File: src/common/tdm_map.svh
// offsets, slot positions, reset values and timing counts of the tdm link
`ifndef TDM_MAP_SVH
`define TDM_MAP_SVH

// ----------------------------------------------------------------------
// timing
// ----------------------------------------------------------------------
`define TDM_SYS_CLK_HZ      200000000
`define TDM_BIT_RATE_HZ     10000000
`define TDM_HALF_CYCLES     ((`TDM_SYS_CLK_HZ / `TDM_BIT_RATE_HZ) / 2)
`define TDM_DIV_W           8

// ----------------------------------------------------------------------
// frame layout
// ----------------------------------------------------------------------
`define TDM_SLOT_W          4
`define TDM_SLOTS           16
`define TDM_SLOT_LAST       4'hF
`define TDM_SLOT_RESET      4'hF
`define TDM_TX_USED         9
`define TDM_RX_USED         10

// ----------------------------------------------------------------------
// outgoing slots (board to module)
// ----------------------------------------------------------------------
`define SLOT_P3_RTS         0
`define SLOT_P3_DTR         1
`define SLOT_P3_LLB_MODSEL  2
`define SLOT_P3_RLB         3
`define SLOT_P4_RTS         4
`define SLOT_P4_DTR         5
`define SLOT_P4_LLB         6
`define SLOT_P4_RLB         7
`define SLOT_IDENT_REQ      8

// ----------------------------------------------------------------------
// incoming slots (module to board)
// ----------------------------------------------------------------------
`define SLOT_P3_CTS         0
`define SLOT_P3_DSR_ID1     1
`define SLOT_P3_DCD         2
`define SLOT_P3_TM_ID0      3
`define SLOT_P3_RI          4
`define SLOT_P4_CTS         5
`define SLOT_P4_DSR_ID3     6
`define SLOT_P4_DCD         7
`define SLOT_P4_TM_ID2      8
`define SLOT_P4_RI          9

// ----------------------------------------------------------------------
// reset and idle levels
// ----------------------------------------------------------------------
`define TDM_SYNC_IDLE       1'h1
`define TDM_DATA_IDLE       1'h0
`define TDM_RESERVED_LEVEL  1'h0

`endif

File: src/common/tdm_pkg.sv
// types shared by both ends of the tdm link
package tdm_pkg;

  typedef logic [3:0] slot_t;

  typedef enum logic [1:0] {
    ALIGN_HUNT   = 2'b01,
    ALIGN_LOCKED = 2'b10
  } align_state_t;

endpackage

File: src/common/tdm_link_if.sv
// four-wire tdm link between main board and transition module
interface tdm_link_if;
  logic tdm_bit_clock;
  logic tdm_frame_sync_n;
  logic tdm_data_to_module;
  logic tdm_data_from_module;

  modport board (
    output tdm_bit_clock,
    output tdm_frame_sync_n,
    output tdm_data_to_module,
    input  tdm_data_from_module
  );

  modport module_end (
    input  tdm_bit_clock,
    input  tdm_frame_sync_n,
    input  tdm_data_to_module,
    output tdm_data_from_module
  );
endinterface

File: src/core/board_mux_end.sv
// main-board end of the modem-control line multiplexer
`include "tdm_map.svh"

// Summary of operation
// - board drives continuous 10 MHz bit clock
// - sixteen one-bit slots repeat without gaps
// - sync low for one bit, from mid slot 15 to mid slot 0
// - module aligns: slot after sync is 0
// - board drives outgoing data, only samples incoming
// - module drives incoming data in same framing
// - outgoing slots: port controls, ident request
// - incoming slots: port status and ident bits
// - sync changes on bit clock falling edge
// - outgoing data changes on rising edge
// - incoming bits captured on rising edge
// - module launches data on rising edge
// - pure hardware, no software registers
module board_mux_end
  import tdm_pkg::*;
#(
  parameter int unsigned HALF_CYCLES = `TDM_HALF_CYCLES
)
(
  // system
  input  wire logic clk,
  input  wire logic srst,
  // link
  tdm_link_if.board link,
  // controls from the serial controllers
  input  wire logic port3_rts,
  input  wire logic port3_dtr,
  input  wire logic port3_local_loop_or_module_select,
  input  wire logic port3_remote_loop,
  input  wire logic port4_rts,
  input  wire logic port4_dtr,
  input  wire logic port4_local_loop,
  input  wire logic port4_remote_loop,
  input  wire logic module_ident_request,
  // status toward the serial controllers
  output logic      port3_cts,
  output logic      port3_set_ready_or_ident_bit1,
  output logic      port3_dcd,
  output logic      port3_test_mode_or_ident_bit0,
  output logic      port3_ring,
  output logic      port4_cts,
  output logic      port4_set_ready_or_ident_bit3,
  output logic      port4_dcd,
  output logic      port4_test_mode_or_ident_bit2,
  output logic      port4_ring
);

  // ----------------------------------------------------------------------
  // bit clock divider
  // ----------------------------------------------------------------------
  // the board owns the link clock, so it is derived here and the
  // rise and fall moments are known without sampling the pin back
  logic [`TDM_DIV_W-1:0] div_q;
  logic [`TDM_DIV_W-1:0] div_d;
  logic                  bclk_q;
  logic                  bclk_d;
  logic                  div_done;
  logic                  rise_evt;
  logic                  fall_evt;

  assign div_done = (div_q == `TDM_DIV_W'(HALF_CYCLES - 1));
  assign div_d    = div_done ? '0 : `TDM_DIV_W'(div_q + 1'h1);
  assign bclk_d   = div_done ? ~bclk_q : bclk_q;
  assign rise_evt = div_done & ~bclk_q;
  assign fall_evt = div_done & bclk_q;

  always_ff @(posedge clk)
  begin
    if (srst)
    begin
      div_q  <= '0;
      bclk_q <= 1'h0;
    end
    else
    begin
      div_q  <= div_d;
      bclk_q <= bclk_d;
    end
  end

  // ----------------------------------------------------------------------
  // slot counter
  // ----------------------------------------------------------------------
  // reset value is the last slot so the first rising edge opens slot 0
  slot_t slot_q;
  slot_t slot_d;

  assign slot_d = slot_t'(slot_q + 4'h1);

  always_ff @(posedge clk)
  begin
    if (srst)
      slot_q <= `TDM_SLOT_RESET;
    else if (rise_evt)
      slot_q <= slot_d;
  end

  // ----------------------------------------------------------------------
  // frame sync
  // ----------------------------------------------------------------------
  // low from the falling edge inside slot 15 to the one inside slot 0,
  // so it is steady at the rising edge that closes slot 15
  logic sync_n_q;
  logic sync_n_d;

  assign sync_n_d = (slot_q == `TDM_SLOT_LAST) ? 1'h0 : 1'h1;

  always_ff @(posedge clk)
  begin
    if (srst)
      sync_n_q <= `TDM_SYNC_IDLE;
    else if (fall_evt)
      sync_n_q <= sync_n_d;
  end

  // ----------------------------------------------------------------------
  // outgoing data
  // ----------------------------------------------------------------------
  logic [`TDM_SLOTS-1:0] tx_slots;
  logic                  dout_q;

  assign tx_slots[`SLOT_P3_RTS]        = port3_rts;
  assign tx_slots[`SLOT_P3_DTR]        = port3_dtr;
  assign tx_slots[`SLOT_P3_LLB_MODSEL] = port3_local_loop_or_module_select;
  assign tx_slots[`SLOT_P3_RLB]        = port3_remote_loop;
  assign tx_slots[`SLOT_P4_RTS]        = port4_rts;
  assign tx_slots[`SLOT_P4_DTR]        = port4_dtr;
  assign tx_slots[`SLOT_P4_LLB]        = port4_local_loop;
  assign tx_slots[`SLOT_P4_RLB]        = port4_remote_loop;
  assign tx_slots[`SLOT_IDENT_REQ]     = module_ident_request;

  genvar g;
  generate
    for (g = `TDM_TX_USED; g < `TDM_SLOTS; g++)
    begin : g_tx_rsvd
      assign tx_slots[g] = `TDM_RESERVED_LEVEL;
    end
  endgenerate

  always_ff @(posedge clk)
  begin
    if (srst)
      dout_q <= `TDM_DATA_IDLE;
    else if (rise_evt)
      dout_q <= tx_slots[slot_d];
  end

  // ----------------------------------------------------------------------
  // link pins
  // ----------------------------------------------------------------------
  // incoming line is only ever sampled here, never driven
  assign link.tdm_bit_clock      = bclk_q;
  assign link.tdm_frame_sync_n   = sync_n_q;
  assign link.tdm_data_to_module = dout_q;

  // ----------------------------------------------------------------------
  // incoming data synchroniser
  // ----------------------------------------------------------------------
  // the module launches a few cycles after our rising edge, so the
  // value seen at the next rising edge is settled well past the sync
  logic din_s1_q;
  logic din_s2_q;
  logic din_s3_q;
  logic din_lvl_q;
  logic din_lvl_d;

  assign din_lvl_d = (din_s2_q == din_s3_q) ? din_s3_q : din_lvl_q;

  always_ff @(posedge clk)
  begin
    if (srst)
    begin
      din_s1_q  <= 1'h0;
      din_s2_q  <= 1'h0;
      din_s3_q  <= 1'h0;
      din_lvl_q <= 1'h0;
    end
    else
    begin
      din_s1_q  <= link.tdm_data_from_module;
      din_s2_q  <= din_s1_q;
      din_s3_q  <= din_s2_q;
      din_lvl_q <= din_lvl_d;
    end
  end

  // ----------------------------------------------------------------------
  // status capture
  // ----------------------------------------------------------------------
  // each bit is taken at the rising edge that closes its slot and then
  // held for the whole frame, so controllers see a steady level
  logic [`TDM_RX_USED-1:0] rx_q;

  generate
    for (g = 0; g < `TDM_RX_USED; g++)
    begin : g_rx
      always_ff @(posedge clk)
      begin
        if (srst)
          rx_q[g] <= 1'h0;
        else if (rise_evt && slot_q == slot_t'(g))
          rx_q[g] <= din_lvl_q;
      end
    end
  endgenerate

  // ----------------------------------------------------------------------
  // status outputs
  // ----------------------------------------------------------------------
  // straight wires to the controllers; no register is mapped
  assign port3_cts                     = rx_q[`SLOT_P3_CTS];
  assign port3_set_ready_or_ident_bit1 = rx_q[`SLOT_P3_DSR_ID1];
  assign port3_dcd                     = rx_q[`SLOT_P3_DCD];
  assign port3_test_mode_or_ident_bit0 = rx_q[`SLOT_P3_TM_ID0];
  assign port3_ring                    = rx_q[`SLOT_P3_RI];
  assign port4_cts                     = rx_q[`SLOT_P4_CTS];
  assign port4_set_ready_or_ident_bit3 = rx_q[`SLOT_P4_DSR_ID3];
  assign port4_dcd                     = rx_q[`SLOT_P4_DCD];
  assign port4_test_mode_or_ident_bit2 = rx_q[`SLOT_P4_TM_ID2];
  assign port4_ring                    = rx_q[`SLOT_P4_RI];

endmodule

File: src/flat_wrapper.sv
// flat-port wrapper written by rule: the top's interface ports become plain ports
module board_mux_end_flat import tdm_pkg::*;
#(
  parameter int unsigned HALF_CYCLES = `TDM_HALF_CYCLES
)
  (clk, srst, port3_rts, port3_dtr, port3_local_loop_or_module_select, port3_remote_loop, port4_rts, port4_dtr, port4_local_loop, port4_remote_loop, module_ident_request, port3_cts, port3_set_ready_or_ident_bit1, port3_dcd, port3_test_mode_or_ident_bit0, port3_ring, port4_cts, port4_set_ready_or_ident_bit3, port4_dcd, port4_test_mode_or_ident_bit2, port4_ring, link_tdm_bit_clock, link_tdm_frame_sync_n, link_tdm_data_to_module, link_tdm_data_from_module);
  tdm_link_if link_i ();
  input  wire logic clk;
  input  wire logic srst;
  input  wire logic port3_rts;
  input  wire logic port3_dtr;
  input  wire logic port3_local_loop_or_module_select;
  input  wire logic port3_remote_loop;
  input  wire logic port4_rts;
  input  wire logic port4_dtr;
  input  wire logic port4_local_loop;
  input  wire logic port4_remote_loop;
  input  wire logic module_ident_request;
  output logic port3_cts;
  output logic port3_set_ready_or_ident_bit1;
  output logic port3_dcd;
  output logic port3_test_mode_or_ident_bit0;
  output logic port3_ring;
  output logic port4_cts;
  output logic port4_set_ready_or_ident_bit3;
  output logic port4_dcd;
  output logic port4_test_mode_or_ident_bit2;
  output logic port4_ring;
  output wire logic [$bits(link_i.tdm_bit_clock)-1:0] link_tdm_bit_clock;
  output wire logic [$bits(link_i.tdm_frame_sync_n)-1:0] link_tdm_frame_sync_n;
  output wire logic [$bits(link_i.tdm_data_to_module)-1:0] link_tdm_data_to_module;
  input wire logic [$bits(link_i.tdm_data_from_module)-1:0] link_tdm_data_from_module;
  assign link_tdm_bit_clock = link_i.tdm_bit_clock;
  assign link_tdm_frame_sync_n = link_i.tdm_frame_sync_n;
  assign link_tdm_data_to_module = link_i.tdm_data_to_module;
  assign link_i.tdm_data_from_module = link_tdm_data_from_module;
  board_mux_end #(.HALF_CYCLES(HALF_CYCLES)) u_core (.clk(clk), .srst(srst), .link(link_i), .port3_rts(port3_rts), .port3_dtr(port3_dtr), .port3_local_loop_or_module_select(port3_local_loop_or_module_select), .port3_remote_loop(port3_remote_loop), .port4_rts(port4_rts), .port4_dtr(port4_dtr), .port4_local_loop(port4_local_loop), .port4_remote_loop(port4_remote_loop), .module_ident_request(module_ident_request), .port3_cts(port3_cts), .port3_set_ready_or_ident_bit1(port3_set_ready_or_ident_bit1), .port3_dcd(port3_dcd), .port3_test_mode_or_ident_bit0(port3_test_mode_or_ident_bit0), .port3_ring(port3_ring), .port4_cts(port4_cts), .port4_set_ready_or_ident_bit3(port4_set_ready_or_ident_bit3), .port4_dcd(port4_dcd), .port4_test_mode_or_ident_bit2(port4_test_mode_or_ident_bit2), .port4_ring(port4_ring));
endmodule
File: config.mk
export PLATFORM = sky130hd
export DESIGN_NAME = board_mux_end_flat
export DESIGN_NICKNAME = d
export VERILOG_FILES = /design/src/common/tdm_pkg.sv /design/src/common/tdm_link_if.sv /design/src/core/board_mux_end.sv /design/src/flat_wrapper.sv
export VERILOG_INCLUDE_DIRS = /design/src /design/src/common
export SDC_FILE = /design/constraint.sdc
export NUM_CORES = 1
export LEC_CHECK = 0
export ABC_CLOCK_PERIOD_IN_PS = 1850
export BUFFER_PORTS_ARGS = -buffer_cell sky130_fd_sc_hd__buf_2
export CAP_MARGIN = 25
export CORE_ASPECT_RATIO = 1.1
export CORE_MARGIN = 1.5
export CORE_UTILIZATION = 49
export CTS_CLUSTER_DIAMETER = 60
export CTS_CLUSTER_SIZE = 40
export DETAILED_ROUTE_END_ITERATION = 7
export GPL_ROUTABILITY_DRIVEN = 0
export PLACE_DENSITY_LB_ADDON = 0.3
export REMOVE_ABC_BUFFERS = 1
export SETUP_SLACK_MARGIN = 0.4
export SLEW_MARGIN = 30
export SYNTH_ARGS = -nofsm -noshare
export SYNTH_HDL_FRONTEND = slang
export SYNTH_SLANG_ARGS = --single-unit
File: constraint.sdc
create_clock -name clk -period 1.85 [get_ports clk]
set_clock_uncertainty 0.1 [all_clocks]
set_input_delay 0.555 -clock clk [delete_from_list [all_inputs] [get_ports clk]]
set_output_delay 0.555 -clock clk [all_outputs]
set_load 0.02 [all_outputs]
==> results by group <==
Clock tree
  – CTS Hold Bufs: 0
  – CTS tree: built
  – Clk slew on worst S/H paths: 0.10 ns
  – Worst-skew pair later-pin latency: 0.34 ns
  – CTS H-Tree Depth: 2
  – CTS Buffer Depth: 2
  – CTS Sinks: 29
  – CTS buffer count: 5
  – Clk root buf: clkbuf_4

Logic synthesis
  – Synth cell types: 37
  – Compound-gate portion of the synthesized area: 11.0%
  – Synth Area in Adders: 5.43%
  – Ys flop type: dfxtp_1
  – Synth Cell Area: 1380 um^2
  – Post-Synth XOR/XNOR Area: 8.14%
  – Synthesis-stage register bit count: 29
  – Number of synthesized flops with an enable pin: 0
  – Mapped Avg Cell Area: 9.28 um^2
  – Register area share after synthesis: 42.0%
  – Share of the synthesized area in the top cell type: 42.0%
  – Proportion of synthesized area in mux cells: 6.70%
  – Area leader, netlist: dfxtp_1
  – Mapped Cells: 149
  – Synth warn: 0
  – Largest family of logic cells by synthesized area: simple AND/OR/NAND/NOR gates
  – Synth async-reset ratio: 0%
  – Simple-gate portion of the synthesized area: 23.3%
  – Area contributors post-synth: dfxtp_1 (42%), ha_1 (5.4%), mux2i_1 (5.1%), xor2_1 (4.4%), nor2_1 (4.3%)

Route
  – Via count: 1,241
  – # DRC: 0
  – WL met3: 126 um
  – Top layer in use: met4
  – Metal2 WL: 1970 um
  – Wire length on met1: 1430 um
  – Drt initial violations: 20
  – Routed wire length: 3650 um
  – Vias per std cell: 5.42
  – Post-route ant nets: 0
  – Drt wl/cell: 15.9 um
  – Total iterations of the first detailed-routing run: 4

Timing
  – Fmax: 552 MHz
  – Count of pins over their slew limit: 0
  – RSZ-0062 raised after global routing: yes
  – Post-layout min period: 1.81 ns
  – Endpoints failing setup: 0
  – Ratio of final minimum period to clock period: 97.9%
  – Slew at the pin closest to its max-slew limit: 0.566 ns
  – Final hold vios: 0
  – Max_slew headroom: 62.2%
  – Sum Neg Setup Slack: 0 ns

Die
  – Initial core utilization: 50.7%
  – Full die area: 3150 um^2
  – Area of the core: 2730 um^2
  – Die width: 53.6 um
  – # rows: 20
  – Die H: 58.7 um
  – Boundary pin count: 25

Critical path
  – Setup crit start kind: register
  – CP endpoint kind: register
  – Worst path arrival time: 1.96 ns
  – Critical Path Fanout Max: 4
  – FF-to-FF path depth: 7
  – CP Data Required Time: 2.00 ns
  – FF-to-FF Start: u_core.slot_q[0]
  – Endpoint of the worst register-to-register path: u_core.link.tdm_data_to_module
  – Critical path type: reg -> reg
  – Internal reg-to-reg setup slack: 0.04 ns

Power and ir drop
  – Net Sw Power: 277 uW
  – Worst IR drop on VDD: 0.000564 V
  – Internal power: 900 uW
  – Register share of total power: 54.4%
  – Combinational share of power: 7.4%
  – Pwr/cell area: 561 nW/um^2
  – Clock share of power: 38.2%
  – Pleak: 0.000894 uW
  – Net Sw Frac: 23.5%

Placed design
  – DP HPWL: 2140 um
  – IO Port Bufs: 24

Hold path
  – Hold depth: 2
  – Worst hold path endpoint: u_core.din_s1_q
  – Hold Crit Start: link_tdm_data_from_module
  – Worst hold path class: in -> reg

Status
  – Status: finished, final reports clean

Run
  – Max cap viols: 0

Finish
  – Ant. Diodes: 0
  – Fill cells: 164
  – Top flop regs: u_core.div_q: 8 flops, u_core.slot_q: 4 flops
  – Max reg flops: 8
  – Largest register by flop count: u_core.div_q
  – Area Overhead vs Synth: 51.9%
  – Layout cells sized above 1: 60.7%
  – Total Nets Final: 213
  – Util after Layout: 77.0%

Global routing
  – GRT overflow: 0
  – Vias in the first global route: 1,240
  – Initial antenna violation count: 0
  – First-pass GRT wire length: 5280 um
  – Largest net degree at the start of global routing: 15
  – Gr usage total: 23.7%
## logic make-up after synthesis
logic type | count (synthesis)
muxes | 9
xor gates and xnor gates | 12
adders and majority gates | 6
buffers and inverters | 12
AOI/OAI and AO/OA | 20
and+or+nand+nor | 61
DFF | 29
## layout by cell type, fill, tap and decap left out, drive strengths merged, types with 2 or more instances in the layout
master	count
a21oi	7
o21ai	2
nor2	16
nand3	11
buf	47
a21bo	5
xnor2	4
nand2b	5
nor3b	2
nand2	11
nor2b	3
dfxtp	29
inv	4
nand4b	3
or2	3
clkbuf	7
xor2	8
ha	6
mux2i	7
mux2	2
## final cells by class
| class | count | area [um^2] | area share [%] |
|---|---|---|---|
| multi-input combinational | 108 | 978 | 46.6 |
| sequential | 29 | 603 | 28.7 |
| timing repair buffer | 47 | 393 | 18.7 |
| clock buffer | 7 | 65.1 | 3.10 |
| tap | 33 | 41.3 | 1.97 |
| inverter | 4 | 15.0 | 0.715 |
| clock inverter | 1 | 5.00 | 0.238 |
## cell usage after synthesis (2+ instances only)
cell / number
a21bo_2: 5
a21oi_1: 7
buf_2: 2
clkbuf_1: 5
dfxtp_1: 29
ha_1: 6
inv_1: 4
mux2i_1: 7
nand2_1: 11
nand2b_1: 5
nand3_1: 11
nand4b_1: 3
nor2_1: 16
nor2b_1: 3
o21ai_0: 2
or2_2: 3
xnor2_1: 4
xor2_1: 7
## power by group through the flow
stage / Combinational (uW) / Clock [uW] / Sequential, uW
global placement: 56.3 / 0 / 652
detailed placement: 59.5 / 0 / 653
CTS: 69.9 / 449 / 638
global route: 94.6 / 479 / 641
finish: 87.2 / 450 / 640
floorplan: 25.8 / 0 / 654
## per-stage QoR
step	setup slack, ns	power, uW	instance area [um^2]	std cells	hold slack [ns]
after floorplan	-0.454	680	1350	141	0.314
after global placement	0.0199	708	1660	218	0.326
after detailed placement	-0.0765	712	1660	218	0.329
after CTS	0.0597	1160	1950	228	0.345
after global routing	-0.0405	1220	2100	229	0.353
final	0.0395	1180	2100	229	0.342
## worst max-delay path, stage by stage (launching register included)
cell and delay, ns:
dfxtp_2 0.35, buf_6 0.12, ha_4 0.17, xor2_4 0.25, mux2_4 0.20, nor3_2 0.03
a311o_1 0.27, a311oi_2 0.23
## repair_timing
| item | in CTS | in global routing |
|---|---|---|
| endpoints found under the hold margin | 0 | 0 |
| gates resized for setup | 65 | 32 |
| endpoints found under the setup margin | 36 | 36 |
| pin swaps | 25 | 13 |
| buffers inserted | 2 | 1 |
## layer usage
| metal | track usage, % | up-vias |
|---|---|---|
| met5 | 0 | - |
| li1 | - | 602 |
| met2 | 44.3 | 28 |
| met1 | 24.3 | 602 |
| met3 | 6.09 | 9 |
| met4 | 9.89 | 0 |
## how the worst max path moves through the flow
stage	start	end	slack, ns	depth (start not counted)
floorplan	u_core.div_q[5]	u_core.port3_dcd	-0.45	5
global placement	u_core.slot_q[0]	u_core.link.tdm_data_to_module	0.02	6
detailed placement	u_core.slot_q[1]	u_core.link.tdm_data_to_module	-0.08	6
CTS	u_core.slot_q[0]	u_core.link.tdm_data_to_module	0.06	7
global route	u_core.slot_q[0]	u_core.link.tdm_data_to_module	-0.04	7
finish	u_core.slot_q[0]	u_core.link.tdm_data_to_module	0.04	7
No activity file was read; power rests on OpenSTA's default activity.
